File: src/nxr_pkg.sv
/*
  Shared constants and carrier types for the transceiver channel reset
  and lock model: register offsets, status field layout, cycle counts,
  and per-channel control and status structs.
  Assumes a single 250 MHz clock and an APB register bus.
*/
package nxr_pkg;

  // Channel count and bus widths
  localparam int          NCH            = 4;
  localparam int          AW             = 12;
  localparam int          CW             = 12;

  // Register byte offsets
  localparam logic [AW-1:0] CTRL_OFS     = 12'h000;
  localparam logic [AW-1:0] STAT_OFS     = 12'h004;
  localparam logic [AW-1:0] CHAN_OFS     = 12'h008;

  // Control register fields
  localparam int          CTRL_RECFG_BIT = 0;

  // Status register fields
  localparam int          STAT_LOCK_BIT  = 0;
  localparam int          STAT_BUSY_BIT  = 1;
  localparam int          STAT_SHORT_BIT = 2;

  // Channel register field positions, one nibble group per field
  localparam int          CHAN_FREQ_POS  = 0;
  localparam int          CHAN_LTD_POS   = 4;
  localparam int          CHAN_TXR_POS   = 8;
  localparam int          CHAN_RXR_POS   = 12;

  // Clock and timing
  localparam int          CLK_PERIOD_PS  = 4000;
  localparam int          PLL_RST_MIN_NS = 1;
  localparam int          PLL_RST_MIN_US = 1;
  localparam logic [CW-1:0] PLL_RST_MIN_CYC = CW'(
    (PLL_RST_MIN_US * 1000000 + CLK_PERIOD_PS - 1) / CLK_PERIOD_PS);

  // Model cycle counts for the analog behaviour
  localparam logic [CW-1:0] OC_CYC        = 12'h040;
  localparam logic [CW-1:0] RECFG_CYC     = 12'h010;
  localparam logic [CW-1:0] PLL_LOCK_CYC  = 12'h064;
  localparam logic [CW-1:0] FREQ_LOCK_CYC = 12'h0C8;

  // Reset values
  localparam logic [31:0] RDATA_RST      = 32'h0000_0000;

  // Per-channel controls driven by the reset controller
  typedef struct packed {
    logic tx_dig_rst;
    logic rx_ana_rst;
    logic rx_dig_rst;
    logic lock_to_ref;
    logic lock_to_data;
  } nxr_chan_ctl_t;

  // Per-channel status returned to the controller
  typedef struct packed {
    logic freq_locked;
    logic data_locked;
    logic tx_ready;
    logic rx_ready;
  } nxr_chan_stat_t;

  // Receiver clock-data recovery state
  typedef enum logic [2:0] {
    CDR_RST = 3'b001,
    CDR_LTR = 3'b010,
    CDR_LTD = 3'b100
  } nxr_cdr_t;

  // Reconfiguration busy generator state
  typedef enum logic [2:0] {
    BSY_OC    = 3'b001,
    BSY_IDLE  = 3'b010,
    BSY_RECFG = 3'b100
  } nxr_busy_t;

endpackage

File: src/nxr_xcvr.sv
/*
  Transceiver side of a non-bonded channel group: shared PLL with reset
  and lock, reconfiguration busy generator, and per-channel receiver
  clock-data recovery with automatic or manual lock.
  Assumes a user reset controller drives the per-channel resets and lock
  controls synchronously to pclk, and software on APB.
*/
// The APB interface to the registers and the address map were decided locally.
`timescale 1ns/100ps

// Function
// - Every channel owns resets and frequency lock.
// - Busy pulses at power-up, then reconfiguration only.
// - Data lock control puts recovery into data.
// - PLL locks after reset, raises locked.
// - Lock control pair encodes reference, data, auto.
module nxr_xcvr
  import nxr_pkg::*;
(
  input  wire logic                pclk,
  input  wire logic                presetn,
  input  wire logic                psel,
  input  wire logic                penable,
  input  wire logic                pwrite,
  input  wire logic [AW-1:0]       paddr,
  input  wire logic [31:0]         pwdata,
  input  wire logic [3:0]          pstrb,
  output logic      [31:0]         prdata,
  output logic                     pready,
  output logic                     pslverr,
  input  wire logic                pll_rst,
  output logic                     pll_locked,
  output logic                     reconfig_busy,
  input  wire nxr_chan_ctl_t [NCH-1:0] chan_ctl,
  output nxr_chan_stat_t [NCH-1:0] chan_stat
);

  logic            wr_en;
  logic            rd_en;
  logic            hit;
  logic            recfg_go_q;
  logic            short_err_q;
  logic            short_set;
  logic [CW-1:0]   pll_cnt_q;
  logic [CW-1:0]   rst_len_q;
  logic            pll_rst_q;
  logic [CW-1:0]   busy_cnt_q;
  nxr_busy_t       busy_st_q;
  logic [31:0]     stat_word;
  logic [31:0]     chan_word;

  // Zero wait state slave; unmapped offsets answer with an error
  assign pready  = 1'b1;
  assign wr_en   = psel & penable & pwrite;
  assign rd_en   = psel & penable & ~pwrite;
  assign hit     = (paddr == CTRL_OFS) | (paddr == STAT_OFS) |
                   (paddr == CHAN_OFS);
  assign pslverr = psel & penable & ~hit;

  // Reconfiguration request: self clearing, starts one busy pulse
  always_ff @(posedge pclk or negedge presetn) begin
    if (!presetn) begin
      recfg_go_q <= 1'b0;
    end else begin
      recfg_go_q <= wr_en & (paddr == CTRL_OFS) & pstrb[0] &
                    pwdata[CTRL_RECFG_BIT];
    end
  end

  // Busy: high for offset cancellation after power-up, then only on
  // a reconfiguration access. Requests during a pulse are dropped.
  always_ff @(posedge pclk or negedge presetn) begin
    if (!presetn) begin
      busy_st_q  <= BSY_OC;
      busy_cnt_q <= '0;
    end else begin
      unique case (busy_st_q)
        BSY_OC, BSY_RECFG: begin
          if (busy_cnt_q == ((busy_st_q == BSY_OC) ? OC_CYC : RECFG_CYC) -
              CW'(1)) begin
            busy_st_q  <= BSY_IDLE;
            busy_cnt_q <= '0;
          end else begin
            busy_cnt_q <= busy_cnt_q + CW'(1);
          end
        end
        BSY_IDLE: begin
          if (recfg_go_q) begin
            busy_st_q <= BSY_RECFG;
          end
        end
        default: begin
          busy_st_q <= BSY_IDLE;
        end
      endcase
    end
  end
  assign reconfig_busy = (busy_st_q != BSY_IDLE);

  // PLL: held unlocked in reset, locks a fixed time after release
  always_ff @(posedge pclk or negedge presetn) begin
    if (!presetn) begin
      pll_cnt_q  <= '0;
      pll_locked <= 1'b0;
    end else if (pll_rst) begin
      pll_cnt_q  <= '0;
      pll_locked <= 1'b0;
    end else if (pll_cnt_q == PLL_LOCK_CYC - CW'(1)) begin
      pll_locked <= 1'b1;
    end else begin
      pll_cnt_q  <= pll_cnt_q + CW'(1);
    end
  end

  // Reset pulse width check; a pulse under the minimum is flagged
  // because the PLL may lock to a stale reference afterwards
  always_ff @(posedge pclk or negedge presetn) begin
    if (!presetn) begin
      pll_rst_q <= 1'b0;
      rst_len_q <= '0;
    end else begin
      pll_rst_q <= pll_rst;
      if (!pll_rst) begin
        rst_len_q <= '0;
      end else if (rst_len_q != PLL_RST_MIN_CYC) begin
        rst_len_q <= rst_len_q + CW'(1);
      end
    end
  end
  assign short_set = pll_rst_q & ~pll_rst & (rst_len_q < PLL_RST_MIN_CYC);

  // Sticky error; write one clears, a new event wins over the clear
  always_ff @(posedge pclk or negedge presetn) begin
    if (!presetn) begin
      short_err_q <= 1'b0;
    end else if (short_set) begin
      short_err_q <= 1'b1;
    end else if (wr_en & (paddr == STAT_OFS) & pstrb[0] &
                 pwdata[STAT_SHORT_BIT]) begin
      short_err_q <= 1'b0;
    end
  end

  // Per-channel clock-data recovery, each reset on its own
  genvar gi;
  generate
    for (gi = 0; gi < NCH; gi++) begin : g_ch
      nxr_cdr_t      st_q;
      logic [CW-1:0] cnt_q;
      logic          auto_m;

      // Both lock controls low selects automatic lock
      assign auto_m = ~chan_ctl[gi].lock_to_ref &
                      ~chan_ctl[gi].lock_to_data;

      // Analog reset or busy holds the channel; each channel has its own
      always_ff @(posedge pclk or negedge presetn) begin
        if (!presetn) begin
          st_q  <= CDR_RST;
          cnt_q <= '0;
        end else if (chan_ctl[gi].rx_ana_rst | reconfig_busy) begin
          st_q  <= CDR_RST;
          cnt_q <= '0;
        end else if (chan_ctl[gi].lock_to_data) begin
          st_q  <= CDR_LTD;
          cnt_q <= '0;
        end else if (chan_ctl[gi].lock_to_ref) begin
          st_q  <= CDR_LTR;
          cnt_q <= '0;
        end else begin
          // Automatic: train on reference, then move to data
          unique case (st_q)
            CDR_RST: begin
              st_q <= CDR_LTR;
            end
            CDR_LTR: begin
              if (cnt_q == FREQ_LOCK_CYC - CW'(1)) begin
                st_q <= CDR_LTD;
              end else begin
                cnt_q <= cnt_q + CW'(1);
              end
            end
            CDR_LTD: begin
              st_q <= CDR_LTD;
            end
            default: begin
              st_q <= CDR_RST;
            end
          endcase
        end
      end

      // Status flops; frequency lock exists only in automatic mode
      always_ff @(posedge pclk or negedge presetn) begin
        if (!presetn) begin
          chan_stat[gi] <= '0;
        end else begin
          chan_stat[gi].freq_locked <= auto_m & (st_q == CDR_LTD) &
                                       ~chan_ctl[gi].rx_ana_rst;
          chan_stat[gi].data_locked <= (st_q == CDR_LTD);
          chan_stat[gi].tx_ready    <= pll_locked &
                                       ~chan_ctl[gi].tx_dig_rst;
          chan_stat[gi].rx_ready    <= (st_q == CDR_LTD) &
                                       ~chan_ctl[gi].rx_dig_rst;
        end
      end

      assign chan_word[CHAN_FREQ_POS + gi] = chan_stat[gi].freq_locked;
      assign chan_word[CHAN_LTD_POS + gi]  = chan_stat[gi].data_locked;
      assign chan_word[CHAN_TXR_POS + gi]  = chan_stat[gi].tx_ready;
      assign chan_word[CHAN_RXR_POS + gi]  = chan_stat[gi].rx_ready;

    end
  endgenerate
  assign chan_word[31:16] = 16'h0000;

  assign stat_word = {29'h0000_0000, short_err_q, reconfig_busy,
                      pll_locked};

  // Read data registered at the setup phase, ready for the access phase
  always_ff @(posedge pclk or negedge presetn) begin
    if (!presetn) begin
      prdata <= RDATA_RST;
    end else if (psel & ~penable & ~pwrite) begin
      unique case (paddr)
        STAT_OFS: prdata <= stat_word;
        CHAN_OFS: prdata <= chan_word;
        default:  prdata <= RDATA_RST;
      endcase
    end
  end
endmodule

File: config.mk
export PLATFORM = sky130hd
export DESIGN_NAME = nxr_xcvr
export DESIGN_NICKNAME = d
export VERILOG_FILES = /design/src/nxr_pkg.sv /design/src/nxr_xcvr.sv
export SDC_FILE = /design/constraint.sdc
export NUM_CORES = 1
export LEC_CHECK = 0
export ABC_CLOCK_PERIOD_IN_PS = 4100
export BUFFER_PORTS_ARGS = -buffer_cell sky130_fd_sc_hd__clkbuf_2
export CAP_MARGIN = 20
export CORE_MARGIN = 10
export CORE_UTILIZATION = 35
export CTS_CLUSTER_DIAMETER = 50
export CTS_CLUSTER_SIZE = 30
export DETAILED_ROUTE_END_ITERATION = 12
export SYNTH_ARGS = -nofsm -noshare
export SYNTH_HDL_FRONTEND = slang
export SYNTH_SLANG_ARGS = --single-unit
File: constraint.sdc
create_clock -name pclk -period 4.1 [get_ports pclk]
set_input_delay 0.82 -clock pclk [delete_from_list [all_inputs] [get_ports pclk]]
set_output_delay 0.82 -clock pclk [all_outputs]
set_load 0.01 [all_outputs]
==> flow_summary.yaml <==
cts:
  path_clk_slew_ns: 0.06
  cts_sinks: 135
  htreeDepth: 4
  cts_tree: "built"
  cts_setup_buffers: 0
  root_buffer: "clkbuf_16"
  worst_skew_pair.late_latency_ns: 0.42
  clockBufferDepth: 2
  holdBufCountCts: 0
  cts_buffers: 17
  post_cts_resized: 0
placement:
  place_area_sq_um: 7120
  place.gp.congestion: 0.809
  hpwl_um: 10200
  portBuffers: 75
  pre_cts_ws_ns: 1.58
grt:
  grt_max_degree: 98
  overflow: 0
  first_global_vias: 4793
  antenna_found_initial: 0
  grt_first_pass_wirelength_um: 24400
  grt_use_total_pct: 12.2
job:
  drv_cap: 0
drt:
  drc: 0
  vias: 4928
  viasPerCell: 5.07
  ant_nets: 0
  routed_wl_um: 14400
  dr.pass1.iters: 4
  detail_route.wl_per_cell_um: 14.8
  drtIter0Drc: 297
finish:
  antenna_cells: 0
  finalNetCount: 812
  multiInputGateArea_sq_um: 2990
  layout_commonest_cell: "dfrtp_1"
  final_cell_area_sq_um: 7690
  final_cell_mix: "130 x dfrtp_1, 80 x nor2_1, 74 x clkbuf_2, 46 x nand2_1, 37 x xnor2_1"
  synthToLayoutAreaGrowth_pct: 17.3
  fin_util_pct: 42.2
  fillers: 1797
  drive_gt1_share_pct: 16.6
  regArea_sq_um: 3380
floorplan:
  start_util_pct: 36.0
  die_area_sq_um: 24600
  rows: 49
  core_area_sq_um: 18200
  io_pins: 126
  die_h_um: 157
  die-width_um: 157
critical_path:
  rrSetupSlack_ns: 1.81
  path_max_fanout: 14
  r2r-end: "g_ch[0].cnt_q[1]"
  worst_path_largest_cell_delay_ns: 0.49
  path_class: "register to output pin"
  critical_path_arrival_ns: 1.82
  cpMaxStageDelayCell: "dfrtp_1"
  cp-start-kind: "register"
  path_delay_family: "buffers and inverters"
  crit_chain: "nor3b_1 > inv_1 > clkbuf_2"
  path_buf_inv: 2
  path_depth: 3
  end_kind: "output pin"
  reg2regPathDepth: 5
  r2r_start: "busy_st_q[1]"
  cp.required_ns: 3.28
sta:
  setup_tns_ns: 0
  worst_pin_slew_ns: 0.875
  rsz0062_at_grt: "no"
  fmax_mhz: 378
  slew_viol_final: 0
  finalHoldViolations: 0
  slew_headroom_pct: 41.1
  period_needed_ns: 2.64
  final.period_utilization_pct: 64.4
  setup_violations: 0
  worst_slack_ns: 1.46
  finClkSkew_ns: 0.0102
yosys:
  yosys.cell_types.count: 58
  syn_avg_cell_area_sq_um: 10.1
  synth-edff-count: 0
  synth_seq_cells: 135
  yosys_most_used_dff: "dfrtp_1"
  async_flop_share_pct: 100
  postSynthCellCount: 649
  synth.yosys.warnings: 0
  syn_area_sq_um: 6550
  ys_seq_area_share_pct: 51.7
power:
  ir_worst_vdd_uv: 308
  leakage_nw: 3.38
  power_density_nw_per_um2: 385
worst_hold_path:
  min-delay-path-class: "register to register"
  hold_depth: 1
  hp-start: "busy_cnt_q[11]"
  whs_endpoint: "busy_cnt_q[11]"
status:
  outcome: "finished clean"
flip-flops by register name (all words and copies together) (netlist names):
| register | cells |
|---|---|
| g_ch.cnt_q | 48 |
| chan_stat | 16 |
| prdata | 16 |
| busy_cnt_q | 12 |
| g_ch.st_q | 12 |
| pll_cnt_q | 12 |
| rst_len_q | 12 |
| busy_st_q | 3 |
| pll_locked | 1 |
| pll_rst_q | 1 |
| recfg_go_q | 1 |
| short_err_q | 1 |
logic make-up (layout without fill, tap and decap cells):
group                    Yosys count  in the layout  share of synthesized area (%)
AND/OR/NAND/NOR                  309            309                           25.1
flip-flops                       135            135                           51.7
AO/OA/AOI/OAI                     85             85                           9.28
XOR/XNOR                          59             59                           7.89
buffers and inverters             46            125                           3.63
adder cells (fa/ha/maj)            8              8                           1.53
multiplexers                       5              5                          0.764
other                              2             17                          0.115
stage by stage:
stage,hold WS (ns),std cells,power (mW)
after global placement,0.461,940,1.53
after detailed placement,0.469,940,1.53
after CTS,0.481,972,3.00
after floorplan,0.431,664,1.47
final,0.473,972,2.96
after global routing,0.507,972,3.09
power breakdown:
group          leakage, nW  internal, mW  switching (mW)  total, mW
registers             1.84          1.35          0.0176       1.37
logic                 1.26        0.0447          0.0878      0.133
clock network        0.282         0.930           0.529       1.46
metal layers:
| layer | vias to the layer above | share of wire (%) | wire (um) | track usage (%) |
|---|---|---|---|---|
| met5 | - | 0 | 0 | 0 |
| met4 | 0 | 1.0 | 148 | 4.13 |
| met3 | 12 | 4.0 | 575 | 3.37 |
| met2 | 93 | 46 | 6670 | 18.7 |
| met1 | 2369 | 49 | 6980 | 16.2 |
| li1 | 2454 | - | - | - |
synthesized netlist by cell type (5+ instances only):
| cell | number | area [sq um] |
|---|---|---|
| nand3_1 | 30 | 150 |
| nand2b_1 | 6 | 37.5 |
| a21oi_1 | 19 | 95.1 |
| xnor2_1 | 37 | 324 |
| dfstp_2 | 5 | 131 |
| buf_4 | 17 | 128 |
| dfrtp_1 | 130 | 3250 |
| inv_1 | 15 | 56.3 |
| o21ai_0 | 20 | 100 |
| and4_1 | 6 | 52.6 |
| a22o_1 | 14 | 123 |
| and3_1 | 6 | 37.5 |
| ha_1 | 8 | 100 |
| nor3b_1 | 7 | 52.6 |
| nand4_1 | 19 | 119 |
| nand2_1 | 46 | 173 |
| clkbuf_1 | 13 | 48.8 |
| nor3_1 | 24 | 120 |
| nor4_1 | 26 | 163 |
| nor2_1 | 80 | 300 |
| or3_1 | 13 | 81.3 |
| and2_1 | 13 | 81.3 |
| xor2_1 | 22 | 193 |
| mux2i_1 | 5 | 50.1 |
worst max-delay path by stage:
stage / startpoint / end
after floorplan: paddr[5] / pslverr
after global placement: paddr[11] / pslverr
after detailed placement: paddr[5] / prdata[0]
after CTS: busy_st_q[1] / reconfig_busy
after global routing: busy_st_q[1] / reconfig_busy
final: busy_st_q[1] / reconfig_busy
final cells by class:
cell class | count | area share, %
sequential | 135 | 44.0
multi-input combinational | 483 | 38.8
clock buffer | 29 | 6.90
timing repair buffer | 78 | 5.26
tap | 229 | 3.73
inverter | 15 | 0.732
clock inverter | 3 | 0.521
(Power assumes the default switching activity.)
